--- src/fbmc_pkg.sv ---
// constants and types shared by the flash boot host controller
package fbmc_pkg;

    // ------------------------------------------------------------
    // clock and serial timing
    // ------------------------------------------------------------
    localparam int unsigned CLK_HZ = 25_000_000;
    localparam int unsigned BAUD_RATE = 115_200;
    localparam logic [15:0] BIT_CNT = 16'(CLK_HZ / BAUD_RATE - 1);
    localparam logic [15:0] HALF_CNT = 16'(CLK_HZ / BAUD_RATE / 2 - 1);
    localparam logic [3:0] TX_BITS = 4'h9;
    localparam logic [3:0] RX_START = 4'h9;
    localparam logic [3:0] RX_FIRST = 4'h8;

    // device reset pulse, least time, rounded up
    localparam int unsigned RESET_HOLD_NS = 2000;
    localparam int unsigned RESET_CYC_I = (RESET_HOLD_NS * (CLK_HZ / 1_000_000) + 999) / 1000;
    localparam logic [31:0] RESET_CYC = 32'(RESET_CYC_I);
    // boot rom start-up time and answer timeout, both long
    localparam int unsigned BOOT_WAIT_US = 1000;
    localparam int unsigned ACK_TIMEOUT_US = 100_000;

    // ------------------------------------------------------------
    // boot protocol bytes
    // ------------------------------------------------------------
    localparam logic [7:0] MODE_UART = 8'h86;
    localparam logic [7:0] CMD_RAM = 8'h10;
    localparam int unsigned ACK_ERR_BIT = 3;
    localparam logic [3:0] PW_LAST = 4'hb;
    localparam logic [3:0] WORD_LAST = 4'h3;
    localparam logic [31:0] RAM_LO = 32'hfffd_6000;
    localparam logic [31:0] RAM_HI = 32'hfffd_efff;

    // ------------------------------------------------------------
    // strap levels
    // ------------------------------------------------------------
    localparam logic BW_SINGLE = 1'b1;
    localparam logic BW_NORMAL = 1'b0;
    localparam logic BOOT_SINGLE = 1'b0;
    localparam logic BOOT_NORMAL = 1'b1;

    typedef enum logic [2:0] {S_IDLE, S_RESET, S_BOOTWAIT, S_SEND, S_WAITTX, S_WAITACK,
                              S_DONE, S_FAIL} fbmc_state_type;
    typedef enum logic [2:0] {P_MODE, P_CMD, P_PW, P_SUM, P_ADDR, P_LEN, P_DATA} fbmc_phase_type;
    typedef enum logic [1:0] {M_NORMAL, M_USER, M_SINGLE} fbmc_mode_type;
    typedef enum logic [1:0] {F_NONE, F_NAK, F_COMM, F_ABORT} fbmc_fail_type;

endpackage

--- src/fbmc_host.sv ---
// host controller that strap-boots the device and downloads a routine over serial
// ------------------------------------------------------------
// Behaviour
// - routine software disables all interrupts, the nonmaskable one too, while flashing.
// - single-chip has normal and user boot; strap pins pick user boot.
// - host sends twelve password bytes; erased flash compares as all ones.
// - downloaded routine must lie within 0xfffd_6000 to 0xfffd_efff inclusive.
// - routine in ram erases flash by block erase or chip erase.
// - after the routine starts, control never returns to the boot rom.
// - in single boot the host talks over serial channel zero.
// - host supplies commands and programming data.
// - host need not erase the old code block beforehand.
// - software should protect reprogrammed blocks once programming ends.
// - the routine may fetch new code over another path or source.
// - single boot: both bus width straps high, boot select low across reset.
// - link is eight data bits, no parity, one stop bit, host baud.
// ------------------------------------------------------------
module fbmc_host
    import fbmc_pkg::*;
#(
    parameter int unsigned BOOT_WAIT_CYC = BOOT_WAIT_US * (CLK_HZ / 1_000_000),
    parameter int unsigned ACK_TIMEOUT_CYC = ACK_TIMEOUT_US * (CLK_HZ / 1_000_000)
)
(
    // clock and reset
    input wire logic clk,
    input wire logic rst,
    // user requests
    input wire logic start_single,
    input wire logic start_user,
    input wire logic start_normal,
    input wire logic [95:0] password,
    input wire logic [31:0] ram_addr,
    input wire logic [15:0] routine_len,
    // routine byte stream
    input wire logic [7:0] routine_data,
    input wire logic routine_valid,
    output logic routine_take,
    // status
    output logic busy,
    output logic done,
    output logic fail,
    output logic [1:0] fail_code,
    // device pins
    output logic dev_reset_n,
    output logic bus_width_select_low,
    output logic bus_width_select_high,
    output logic boot_select_n,
    output logic user_boot_strap,
    output logic serial_channel_zero_txd,
    input wire logic serial_channel_zero_rxd
);

    typedef struct packed {
        fbmc_state_type state;
        fbmc_phase_type phase;
        fbmc_mode_type mode;
        logic [31:0] cnt;
        logic [3:0] idx;
        logic [15:0] left;
        logic [7:0] sum;
        logic [7:0] expect_ack;
        logic [95:0] pw;
        logic [31:0] addr;
        logic [31:0] lenw;
        logic tx_start;
        logic [7:0] tx_byte;
        logic dev_reset_n;
        logic bw;
        logic boot_n;
        logic user_strap;
        logic busy;
        logic done;
        logic fail;
        fbmc_fail_type code;
        logic take;
    } fbmc_host_state_type;

    fbmc_host_state_type q, d;
    logic tx_done;
    logic rx_valid;
    logic [7:0] rx_byte;
    logic [31:0] last_addr;
    logic window_bad;
    logic any_start;

    // ------------------------------------------------------------
    // serial channel zero
    // ------------------------------------------------------------
    fbmc_uart u_uart (
        .clk(clk),
        .rst(rst),
        .tx_start(q.tx_start),
        .tx_byte(q.tx_byte),
        .tx_done(tx_done),
        .rx_valid(rx_valid),
        .rx_byte(rx_byte),
        .rxd(serial_channel_zero_rxd),
        .txd(serial_channel_zero_txd)
    );

    // wrap-around of the end address counts as outside the window
    assign last_addr = ram_addr + {16'h0, routine_len} - 32'h1;
    assign window_bad = (routine_len == 16'h0) || (ram_addr < RAM_LO)
                        || (last_addr > RAM_HI) || (last_addr < ram_addr);
    assign any_start = start_single || start_user || start_normal;

    // ------------------------------------------------------------
    // sequencer
    // ------------------------------------------------------------
    always_comb
    begin
        d = q;
        d.tx_start = 1'b0;
        d.take = 1'b0;
        if (any_start && (q.state == S_IDLE || q.state == S_DONE || q.state == S_FAIL))
        begin
            d.busy = 1'b1;
            d.done = 1'b0;
            d.fail = 1'b0;
            d.code = F_NONE;
            d.pw = password;
            d.addr = ram_addr;
            d.lenw = {16'h0, routine_len};
            d.left = routine_len;
            d.sum = 8'h0;
            d.idx = 4'h0;
            d.mode = start_single ? M_SINGLE : (start_user ? M_USER : M_NORMAL);
            if (start_single && window_bad)
            begin
                // refused before the device is touched
                d.busy = 1'b0;
                d.fail = 1'b1;
                d.code = F_ABORT;
                d.state = S_FAIL;
            end
            else
            begin
                d.state = S_RESET;
                d.cnt = RESET_CYC;
                d.dev_reset_n = 1'b0;
                d.bw = start_single ? BW_SINGLE : BW_NORMAL;
                d.boot_n = start_single ? BOOT_SINGLE : BOOT_NORMAL;
                d.user_strap = start_user && !start_single;
            end
        end
        else
        begin
            case (q.state)
                S_RESET:
                begin
                    if (q.cnt != 32'h0)
                    begin
                        d.cnt = q.cnt - 32'h1;
                    end
                    else
                    begin
                        // straps stay put after release so the sample is clean
                        d.dev_reset_n = 1'b1;
                        if (q.mode == M_SINGLE)
                        begin
                            d.state = S_BOOTWAIT;
                            d.cnt = 32'(BOOT_WAIT_CYC);
                        end
                        else
                        begin
                            d.state = S_DONE;
                            d.busy = 1'b0;
                            d.done = 1'b1;
                        end
                    end
                end
                S_BOOTWAIT:
                begin
                    if (q.cnt != 32'h0)
                    begin
                        d.cnt = q.cnt - 32'h1;
                    end
                    else
                    begin
                        d.state = S_SEND;
                        d.phase = P_MODE;
                    end
                end
                S_SEND:
                begin
                    d.tx_start = 1'b1;
                    d.state = S_WAITTX;
                    case (q.phase)
                        P_MODE:
                        begin
                            d.tx_byte = MODE_UART;
                            d.expect_ack = MODE_UART;
                        end
                        P_CMD:
                        begin
                            d.tx_byte = CMD_RAM;
                            d.expect_ack = CMD_RAM;
                        end
                        P_PW:
                        begin
                            d.tx_byte = q.pw[95:88];
                            d.pw = {q.pw[87:0], 8'h0};
                            d.sum = q.sum + q.pw[95:88];
                        end
                        P_SUM:
                        begin
                            d.tx_byte = 8'h0 - q.sum;
                            d.expect_ack = CMD_RAM;
                        end
                        P_ADDR:
                        begin
                            d.tx_byte = q.addr[31:24];
                            d.addr = {q.addr[23:0], 8'h0};
                        end
                        P_LEN:
                        begin
                            d.tx_byte = q.lenw[31:24];
                            d.lenw = {q.lenw[23:0], 8'h0};
                        end
                        default:
                        begin
                            // user stream stalls the download, nothing is sent meanwhile
                            d.tx_start = routine_valid;
                            d.state = routine_valid ? S_WAITTX : S_SEND;
                            d.tx_byte = routine_data;
                            d.take = routine_valid;
                        end
                    endcase
                end
                S_WAITTX:
                begin
                    if (tx_done)
                    begin
                        d.state = S_SEND;
                        d.idx = q.idx + 4'h1;
                        case (q.phase)
                            P_MODE, P_CMD, P_SUM:
                            begin
                                d.state = S_WAITACK;
                                d.cnt = 32'(ACK_TIMEOUT_CYC);
                            end
                            P_PW:
                            begin
                                if (q.idx == PW_LAST)
                                begin
                                    d.phase = P_SUM;
                                end
                            end
                            P_ADDR:
                            begin
                                if (q.idx == WORD_LAST)
                                begin
                                    d.phase = P_LEN;
                                    d.idx = 4'h0;
                                end
                            end
                            P_LEN:
                            begin
                                if (q.idx == WORD_LAST)
                                begin
                                    d.phase = P_DATA;
                                end
                            end
                            default:
                            begin
                                d.left = q.left - 16'h1;
                                if (q.left == 16'h1)
                                begin
                                    // device now runs the routine; host stays silent
                                    d.state = S_DONE;
                                    d.busy = 1'b0;
                                    d.done = 1'b1;
                                end
                            end
                        endcase
                    end
                end
                S_WAITACK:
                begin
                    d.cnt = q.cnt - 32'h1;
                    if (rx_valid && rx_byte == q.expect_ack)
                    begin
                        d.state = S_SEND;
                        d.idx = 4'h0;
                        d.phase = (q.phase == P_MODE) ? P_CMD :
                                  (q.phase == P_CMD) ? P_PW : P_ADDR;
                    end
                    else if (rx_valid || q.cnt == 32'h0)
                    begin
                        // loader is idle now; retry only through a new reset
                        d.state = S_FAIL;
                        d.busy = 1'b0;
                        d.fail = 1'b1;
                        d.code = !rx_valid ? F_ABORT :
                                 (rx_byte[ACK_ERR_BIT] ? F_COMM : F_NAK);
                    end
                end
                default:
                begin
                end
            endcase
        end
    end

    always_ff @(posedge clk or posedge rst)
    begin
        if (rst)
        begin
            q <= '{state: S_IDLE, phase: P_MODE, mode: M_NORMAL, code: F_NONE,
                   dev_reset_n: 1'b1, boot_n: BOOT_NORMAL, bw: BW_NORMAL, default: '0};
        end
        else
        begin
            q <= d;
        end
    end

    assign routine_take = q.take;
    assign busy = q.busy;
    assign done = q.done;
    assign fail = q.fail;
    assign fail_code = q.code;
    assign dev_reset_n = q.dev_reset_n;
    assign bus_width_select_low = q.bw;
    assign bus_width_select_high = q.bw;
    assign boot_select_n = q.boot_n;
    assign user_boot_strap = q.user_strap;

    // ------------------------------------------------------------
    // checks
    // ------------------------------------------------------------
    logic [3:0] pw_sent_q;
    always_ff @(posedge clk or posedge rst)
    begin
        if (rst)
        begin
            pw_sent_q <= 4'h0;
        end
        else if (q.state == S_RESET)
        begin
            pw_sent_q <= 4'h0;
        end
        else if (q.tx_start && q.phase == P_PW)
        begin
            pw_sent_q <= pw_sent_q + 4'h1;
        end
    end

    a_single_straps: assert property (@(posedge clk) disable iff (rst)
        (!q.dev_reset_n && q.mode == M_SINGLE) |-> (q.bw && !q.boot_n))
        else $error("single boot straps wrong during reset");
    a_reset_hold: assert property (@(posedge clk) disable iff (rst)
        $fell(q.dev_reset_n) |-> !q.dev_reset_n [*8])
        else $error("device reset pulse too short");
    a_straps_steady: assert property (@(posedge clk) disable iff (rst)
        $rose(q.dev_reset_n) |=> $stable(q.bw) && $stable(q.boot_n))
        else $error("straps moved at reset release");
    a_pw_twelve: assert property (@(posedge clk) disable iff (rst)
        (q.tx_start && q.phase == P_SUM) |-> pw_sent_q == 4'hc)
        else $error("password not twelve bytes");
    a_sum_zero: assert property (@(posedge clk) disable iff (rst)
        (q.tx_start && q.phase == P_SUM) |-> 8'(q.tx_byte + q.sum) == 8'h0)
        else $error("checksum byte wrong");
    a_window_ok: assert property (@(posedge clk) disable iff (rst)
        (q.state == S_RESET && q.mode == M_SINGLE) |-> (q.addr >= RAM_LO) && (q.lenw != 32'h0)
        && ({1'b0, q.addr} + {1'b0, q.lenw} - 33'h1 <= {1'b0, RAM_HI}))
        else $error("download started outside ram window");
    a_silent_after: assert property (@(posedge clk) disable iff (rst)
        (q.state == S_DONE || q.state == S_FAIL) |-> !q.tx_start && serial_channel_zero_txd)
        else $error("host spoke after download ended");
    a_bad_ack_fails: assert property (@(posedge clk) disable iff (rst)
        (q.state == S_WAITACK && rx_valid && rx_byte != q.expect_ack && !any_start)
        |=> (q.state == S_FAIL && q.fail && !q.busy))
        else $error("bad answer did not abort");

endmodule

--- src/fbmc_uart.sv ---
// eight-bit, no parity, one stop bit serial transmitter and receiver
module fbmc_uart
    import fbmc_pkg::*;
(
    // clock and reset
    input wire logic clk,
    input wire logic rst,
    // transmit side
    input wire logic tx_start,
    input wire logic [7:0] tx_byte,
    output logic tx_done,
    // receive side
    output logic rx_valid,
    output logic [7:0] rx_byte,
    // serial pins
    input wire logic rxd,
    output logic txd
);

    typedef struct packed {
        logic rx_s1;
        logic rx_s2;
        logic rx_busy;
        logic [15:0] rx_cnt;
        logic [3:0] rx_bit;
        logic [7:0] rx_sh;
        logic rx_valid;
        logic [7:0] rx_data;
        logic tx_busy;
        logic [15:0] tx_cnt;
        logic [3:0] tx_bit;
        logic [8:0] tx_sh;
        logic txd;
        logic tx_done;
    } fbmc_uart_state_type;

    fbmc_uart_state_type q, d;

    always_comb
    begin
        d = q;
        d.rx_s1 = rxd;
        d.rx_s2 = q.rx_s1;
        d.rx_valid = 1'b0;
        d.tx_done = 1'b0;
        // ------------------------------------------------------------
        // transmit: start bit, lsb first, stop bit
        // ------------------------------------------------------------
        if (!q.tx_busy)
        begin
            if (tx_start)
            begin
                d.tx_busy = 1'b1;
                d.tx_sh = {1'b1, tx_byte};
                d.txd = 1'b0;
                d.tx_cnt = BIT_CNT;
                d.tx_bit = TX_BITS;
            end
        end
        else if (q.tx_cnt != 16'h0)
        begin
            d.tx_cnt = q.tx_cnt - 16'h1;
        end
        else if (q.tx_bit == 4'h0)
        begin
            d.tx_busy = 1'b0;
            d.tx_done = 1'b1;
        end
        else
        begin
            d.txd = q.tx_sh[0];
            d.tx_sh = {1'b1, q.tx_sh[8:1]};
            d.tx_bit = q.tx_bit - 4'h1;
            d.tx_cnt = BIT_CNT;
        end
        // ------------------------------------------------------------
        // receive: sample mid-bit, glitch on start bit is dropped
        // ------------------------------------------------------------
        if (!q.rx_busy)
        begin
            if (!q.rx_s2)
            begin
                d.rx_busy = 1'b1;
                d.rx_cnt = HALF_CNT;
                d.rx_bit = RX_START;
            end
        end
        else if (q.rx_cnt != 16'h0)
        begin
            d.rx_cnt = q.rx_cnt - 16'h1;
        end
        else if (q.rx_bit == RX_START)
        begin
            d.rx_busy = !q.rx_s2;
            d.rx_bit = RX_FIRST;
            d.rx_cnt = BIT_CNT;
        end
        else if (q.rx_bit != 4'h0)
        begin
            d.rx_sh = {q.rx_s2, q.rx_sh[7:1]};
            d.rx_bit = q.rx_bit - 4'h1;
            d.rx_cnt = BIT_CNT;
        end
        else
        begin
            // a missing stop bit drops the character
            d.rx_busy = 1'b0;
            d.rx_valid = q.rx_s2;
            d.rx_data = q.rx_sh;
        end
    end

    always_ff @(posedge clk or posedge rst)
    begin
        if (rst)
        begin
            q <= '{rx_s1: 1'b1, rx_s2: 1'b1, txd: 1'b1, tx_sh: 9'h1ff, default: '0};
        end
        else
        begin
            q <= d;
        end
    end

    assign tx_done = q.tx_done;
    assign rx_valid = q.rx_valid;
    assign rx_byte = q.rx_data;
    assign txd = q.txd;

    a_tx_line_idle: assert property (@(posedge clk) disable iff (rst)
        !q.tx_busy |-> q.txd) else $error("serial line not idle high");
    // frame too long for a delay range; count busy cycles instead
    logic [15:0] frame_cnt_q;
    always_ff @(posedge clk or posedge rst)
    begin
        if (rst)
        begin
            frame_cnt_q <= 16'h0;
        end
        else if (!q.tx_busy)
        begin
            frame_cnt_q <= 16'h0;
        end
        else
        begin
            frame_cnt_q <= frame_cnt_q + 16'h1;
        end
    end

    a_tx_frame_len: assert property (@(posedge clk) disable iff (rst)
        q.tx_done |-> frame_cnt_q == 16'((TX_BITS + 4'h1) * (BIT_CNT + 16'h1)))
        else $error("frame length wrong");

endmodule

--- config.mk ---
export PLATFORM = sky130hd
export DESIGN_NAME = fbmc_host
export DESIGN_NICKNAME = d
export VERILOG_FILES = /design/src/fbmc_pkg.sv /design/src/fbmc_host.sv /design/src/fbmc_uart.sv
export SDC_FILE = /design/constraint.sdc
export NUM_CORES = 1
export LEC_CHECK = 0
export BUFFER_PORTS_ARGS = -buffer_cell sky130_fd_sc_hd__buf_2
export CAP_MARGIN = 10
export CORE_MARGIN = 3
export CORE_UTILIZATION = 55
export CTS_CLUSTER_DIAMETER = 200
export DETAILED_ROUTE_END_ITERATION = 8
export MAX_ROUTING_LAYER = met4
export PLACE_DENSITY = 0.76
export SKIP_CTS_REPAIR_TIMING = 1
export SLEW_MARGIN = 20
export SYNTH_ARGS = -nofsm -noshare
export SYNTH_HDL_FRONTEND = slang
export SYNTH_SLANG_ARGS = --single-unit
export TNS_END_PERCENT = 30
--- constraint.sdc ---
create_clock -name clk -period 13 [get_ports clk]
set_clock_uncertainty 0.05 [all_clocks]
set_input_delay 2.6 -clock clk [delete_from_list [all_inputs] [get_ports clk]]
set_output_delay 2.6 -clock clk [all_outputs]
set_load 0.02 [all_outputs]
== Yosys cells after proc, flatten, opt, wreduce, memory -nomap -nowiden ==
Index checks and enable logic that the tools add are counted.
W data, S select, Z words.

* Flip-flop bits (word level): 327
* Input port bits: 159
* Output and inout bits: 12

* Add/subtract/negate cells: 11
* $lt $le $gt $ge: 3
* Eq/ne operators: 49
* Muxes and demuxes: 93
* Bitwise gates (word level): 5
* Reductions and logical operators: 65

{| class="wikitable"
|+ Operators with widths
! operator !! number
|-
| $mux W32 || 7
|-
| $mux W185 || 1
|-
| $mux W160 || 1
|-
| $pmux W32 S4 || 1
|-
| $mux W96 || 1
|-
| $mux W21 || 4
|-
| $mux W16 || 4
|-
| $sub A32 B1 Y32 const B || 2
|-
| $mux W31 || 2
|-
| $mux W60 || 1
|-
| $mux W3 || 19
|-
| $mux W52 || 1
|-
| $pmux W8 S6 || 1
|-
| $sub A16 B1 Y16 const B || 3
|-
| $ne A3 B3 Y1 const B || 14
|-
| $add A32 B16 Y32 || 1
|-
| $gt A32 B32 Y1 const B || 1
|-
| $logic_not A32 Y1 || 1
|-
| $lt A32 B32 Y1 || 1
|-
| $lt A32 B32 Y1 const B || 1
|-
| $reduce_bool A16 Y1 || 2
|-
| $reduce_bool A32 Y1 || 1
|-
| $mux W30 || 1
|-
| $mux W28 || 1
|-
| 55 further kinds || 154
|}

== Depth between registers and ports, before layout ==
* Depth after elaboration: 8
* Mapped depth: 23
* Mapped depth without buffers: 23

== Cells and area by module ==
Synthesis repeated with hierarchy kept, for this count alone.

* Cells, all modules: 2,166
* Area total of the unflattened synthesis: 18,859.3 um^2

{| class="wikitable"
|+ Modules (own cells, without submodules)
! module !! times used !! cells each !! area each (um^2) !! sequential area each (um^2)
|-
| fbmc_host || 1 || 1,806 || 15,190.8 || 6,233.5
|-
| fbmc_uart || 1 || 360 || 3,668.5 || 1,816.7
|}

== Least setup slack after synthesis ==
OpenSTA, ideal clock, no wires.

* Path type: input -> register
* Start: input ram_addr[1]
* End: register q[216] (netlist bit)
* Arrival: 6,830 ps
* Path slack: 5,992 ps
* Stages on the path: 22
* Cell sequence: inv_1 ha_1 inv_1 ha_1 inv_1 fa_1 and2b_1 o2111ai_2 a21oi_2 or4_1 a21oi_1 nor2_1 ha_1 a21o_1 a21o_1 a21oi_1 o21ai_0 a2111oi_0 a21oi_1 o2111ai_2 o31ai_2 mux2_1

* Word-level cells in the longest chain between the ends: 8
* Elaborated cells between the ends (all ways): 11
* Those cells by class: add/sub (2); order compare (3); eq/ne (1); reduce/logical (5)

{| class="wikitable"
|+ Ends and longest elaborated chain
! what !! line !! text
|-
| from (decl) || fbmc_host.sv:33 || <nowiki>input wire logic [31:0] ram_addr,</nowiki>
|-
| $add A32 B16 Y32 || fbmc_host.sv:103 || <nowiki>assign last_addr = ram_addr + {16'h0, routine_len} - 32'h1;</nowiki>
|-
| $sub A32 B1 Y32 || fbmc_host.sv:103 ||
|-
| $gt A32 B32 Y1 || fbmc_host.sv:105 || <nowiki>|| (last_addr > RAM_HI) || (last_addr < ram_addr);</nowiki>
|-
| $logic_or A1 B1 Y1 || fbmc_host.sv:105 ||
|-
| $logic_or A1 B1 Y1 (*) || fbmc_host.sv:105 ||
|-
| $logic_and A1 B1 Y1 (*) || fbmc_host.sv:129 || <nowiki>if (start_single && window_bad)</nowiki>
|-
| $ne A2 B2 Y1 (no line) (*) || n/a ||
|-
| $reduce_and A6 Y1 (no line) (*) || n/a ||
|-
| to (signal assigned) || fbmc_host.sv:310 || <nowiki>q <= '{state: S_IDLE, phase: P_MODE, mode: M_NORMAL, code: F_NONE,</nowiki>
|-
| to (decl) || fbmc_host.sv:79 || <nowiki>fbmc_host_state_type q, d;</nowiki>
|}

Mark *: on every way between the ends. The rest lies on a longest branch, timed or not.
A chain may end at the register's enable or synchronous reset.

== Final worst setup path ==
* Start: input routine_len[1]
* End: register q[244] (netlist bit)

* Word-level cells in the longest chain between the ends: 8
* Elaborated cells between the ends (all ways): 11
* Those cells by class: add/sub (2); order compare (2); eq/ne (1); reduce/logical (6)

{| class="wikitable"
|+ Ends and longest elaborated chain
! what !! line !! text
|-
| from (decl) || fbmc_host.sv:34 || <nowiki>input wire logic [15:0] routine_len,</nowiki>
|-
| $add A32 B16 Y32 || fbmc_host.sv:103 ||
|-
| $sub A32 B1 Y32 || fbmc_host.sv:103 ||
|-
| $gt A32 B32 Y1 || fbmc_host.sv:105 ||
|-
| $logic_or A1 B1 Y1 || fbmc_host.sv:105 ||
|-
| $logic_or A1 B1 Y1 (*) || fbmc_host.sv:105 ||
|-
| $logic_and A1 B1 Y1 (*) || fbmc_host.sv:129 ||
|-
| $ne A2 B2 Y1 (no line) (*) || n/a ||
|-
| $reduce_and A6 Y1 (no line) (*) || n/a ||
|}

Marks and branches as above.

==> results.toml <==
[synth]
yosys_warnings = 0
syn_area_per_cell_um2 = 8.801
yosysTopAreaCellShare_pct = 40.47
synth_enable_flop_cells = 0
synth.ff_latch_count = 321
postSynthCellCount = 2157
synth_top_cell_by_area = "sky130_fd_sc_hd__dfrtp_1"
post_synth_main_area_contributors = "sky130_fd_sc_hd__dfrtp_1 40%, sky130_fd_sc_hd__nand2_1 8.7%, sky130_fd_sc_hd__ha_1 7.1%"
postSynth.topFlopCell = "sky130_fd_sc_hd__dfrtp_1"
synth_sequential_area_ratio_pct = 42.40
netlist-cell-type-count = 96
synth.net_count = 2425
synth.cell_area_um2 = 18980
ffs_w_async_s_r_synth_pct = 100.0

[worst_setup_path]
critical_path.startpoint_type = "primary input"
worstPathBufferInverterCount = 5
critical-path-slowest-cell = "sky130_fd_sc_hd__o2111ai_2"
crit_type = "primary input to flip-flop"
delay_of_the_slowest_cell_on_the_worst_path_ns = 0.59
r2r_setup_slack_ns = 8.89
path_delay_family = "compound AO/OA/AOI/OAI gates"
timing.critical_path.fanout_max = 24
crit_arrival_ns = 7.88
worstPathRequired_ns = 13.40
r2r_end = "q[244]"
crit_path_cell_trace = "buf_2, inv_1, ha_1, inv_1, ha_1, inv_1, fa_1, and2b_1, o2111ai_2, a21oi_2, or4_1, a21oi_1, nor2_1, ha_1, a21o_1, a21o_1, a21oi_1, o21ai_0, a2111oi_0, a21oi_1, o2111ai_2, o31ai_4, buf_4, a31oi_1"
worst_setup_end_kind = "flip-flop"
reg2reg_depth = 9
crit-reg2reg-launch = "q[239]"

[route]
drtIter0Drc = 1328
routed_wl_mm = 50.01
drt-pass1-iter-count = 6
final_antenna_net_count = 0
vias_per_cell = 6.010
wire_per_inst_um = 18.13
detailroute.via_count = 16580
drc_errors = 0

[clock_network]
clock-root-buffer = "sky130_fd_sc_hd__clkbuf_16"
clk_pin_slew_ns = 0.06
cts_inserted_buffers = 37
tritoncts = "built"
htree_num_levels = 2
clk-insertion-delay-late_ns = 0.54
cts.path.max_buffers = 3
numClockSinks = 321

[worst_hold_path]
launch_point_of_the_worst_hold_path = "u_uart.d[70]"
holdCritPathClass = "flip-flop to flip-flop"
hold_path_end = "u_uart.q[70]"
holdPathStages = 0

[placement]
detailed_place.area_um2 = 20120
gp_routability_congestion = 0.9331
numPortBuffers = 170
placedCellCount = 2686
total_half_perimeter_wirelength_after_legalization_and_detailed_placement_mm = 35.53

[timing]
setup-violations-final = 0
timing.fmax_ghz = 0.1337
grt_setup_unrepaired = "no"
timing.slew.headroom_pct = 29.23
final_hold_viol_count = 0
timing_max_transition_violations_final = 0
timing_worst_slew_pin_value_ns = 1.062
finalWorstPathRequiredPeriod_ns = 7.481
accumulated_negative_setup_slack_ns = 0
timing.final.crit_share_pct = 57.55

[floorplan]
row_count = 67
floorplan.io_pins = 171
starting_density_of_the_core_pct = 56.19
placeableCoreArea_um2 = 33780
die-area_um2 = 36780
fp.dieH_um = 191.8
die_w_um = 191.8

[final_layout]
most_common_cell_after_layout_fill_and_taps_aside = "sky130_fd_sc_hd__nand2_1"
syn_to_final_growth_pct = 12.84
post_route_cells_drive_above_1_share_pct = 14.58
stdcell_count = 2759
layout_common_cells = "439 x sky130_fd_sc_hd__nand2_1, 307 x sky130_fd_sc_hd__dfrtp_1, 170 x sky130_fd_sc_hd__buf_2, 134 x sky130_fd_sc_hd__inv_1, 127 x sky130_fd_sc_hd__nor2_1"
design.final.nets = 2545
finalInstanceArea_um2 = 21420

[grt]
grt_pass1_vias = 16060
track_usage_pct = 27.51
grt_antenna_before_repair = 5
grt_start_max_net_pins = 183
grt.overflow.total = 0
wire_length_of_the_first_global_routing_pass_mm = 80.92

[flow_run]
drv_cap = 0

[status]
run_status = "finished clean"

[pwr]
vdd.ir_drop.worst_v = 0.0002151
power.leakage_nw = 10.20
power_per_cell_area_nw_per_um2 = 209.0
-- kinds of logic (layout without fill, tap and decap cells) --
| family | count (synthesis) | after routing | synth area share (%) |
|---|---|---|---|
| adder cells (fa/ha/maj) | 109 | 109 | 7.263 |
| AND/OR/NAND/NOR | 822 | 822 | 19.77 |
| multiplexers | 42 | 42 | 2.346 |
| AO/OA/AOI/OAI | 583 | 583 | 21.35 |
| flip-flops | 321 | 321 | 42.40 |
| other | 0 | 6 | 0 |
| XOR/XNOR | 40 | 40 | 1.845 |
| buffers and inverters | 240 | 388 | 5.029 |
-- power by group --
group          total [mW]  internal (mW)  switching (mW)
Sequential           1.64           1.37           0.271
Combinational        1.75          0.649            1.10
Clock                1.08          0.647           0.437
Total                4.48           2.67            1.81
-- metal layers --
layer / track usage [%] / wire [um] / share of wire [%]
met1: 36.72 / 21920 / 44
met2: 43.54 / 23960 / 48
met3: 3.650 / 2551 / 5.1
met4: 9.427 / 1583 / 3.2
met5: - / 0 / 0
-- through the flow --
stage               power [mW]  setup WS [ns]  hold WS, ns  util (%)
floorplan                2.950          1.489       0.2952         -
global placement         3.308          5.222       0.2973     59.55
detailed placement       3.380          5.054       0.2981     59.55
CTS                      4.483          5.577       0.3027     63.35
global route             4.805          5.159       0.3048     63.40
finish                   4.478          5.519       0.2983     63.41
-- state kept, by name (all words and copies together) (netlist names), 2 cells and up --
signal / flops
fail_code: 2
u_uart.q: 60
q: 239
u_uart.rx_byte: 8
-- final cells by class --
type | instances | area, um2
clock buffers | 54 | 1121
multi-input cells | 1596 | 10020
inverters | 136 | 518.0
diodes | 6 | 15.01
repair buffers | 185 | 975.9
fillers | 2922 | 12360
clock inverters | 13 | 163.9
well taps | 448 | 560.5
flip-flops and latches | 321 | 8050
-- synthesized netlist by cell type, types with 22 or more instances --
cell / n
sky130_fd_sc_hd__mux2i_1: 22
sky130_fd_sc_hd__nand2_1: 439
sky130_fd_sc_hd__nand4_1: 22
sky130_fd_sc_hd__a21oi_1: 117
sky130_fd_sc_hd__or3_1: 22
sky130_fd_sc_hd__o211ai_1: 24
sky130_fd_sc_hd__nor2_1: 129
sky130_fd_sc_hd__dfrtp_1: 307
sky130_fd_sc_hd__nor3_1: 49
sky130_fd_sc_hd__ha_1: 107
sky130_fd_sc_hd__a21o_1: 24
sky130_fd_sc_hd__clkbuf_1: 74
sky130_fd_sc_hd__o21ai_0: 102
sky130_fd_sc_hd__inv_1: 135
sky130_fd_sc_hd__nand3_1: 34
sky130_fd_sc_hd__a22oi_1: 121
-- worst max path at each step --
stage              startpoint                    end  slack [ns]  depth (start not counted)
6_report       routine_len[1]                 q[244]        5.52                         24
5_1_grt        routine_len[1]                 q[231]        5.16                         24
4_1_cts        routine_len[1]                 q[224]        5.58                         24
3_5_place_dp   routine_len[1]                 q[227]        5.05                         24
3_3_place_gp   routine_len[1]                 q[232]        5.22                         24
2_1_floorplan             rst  bus_width_select_high        1.49                          1
No activity file was read; power rests on OpenSTA's default activity.
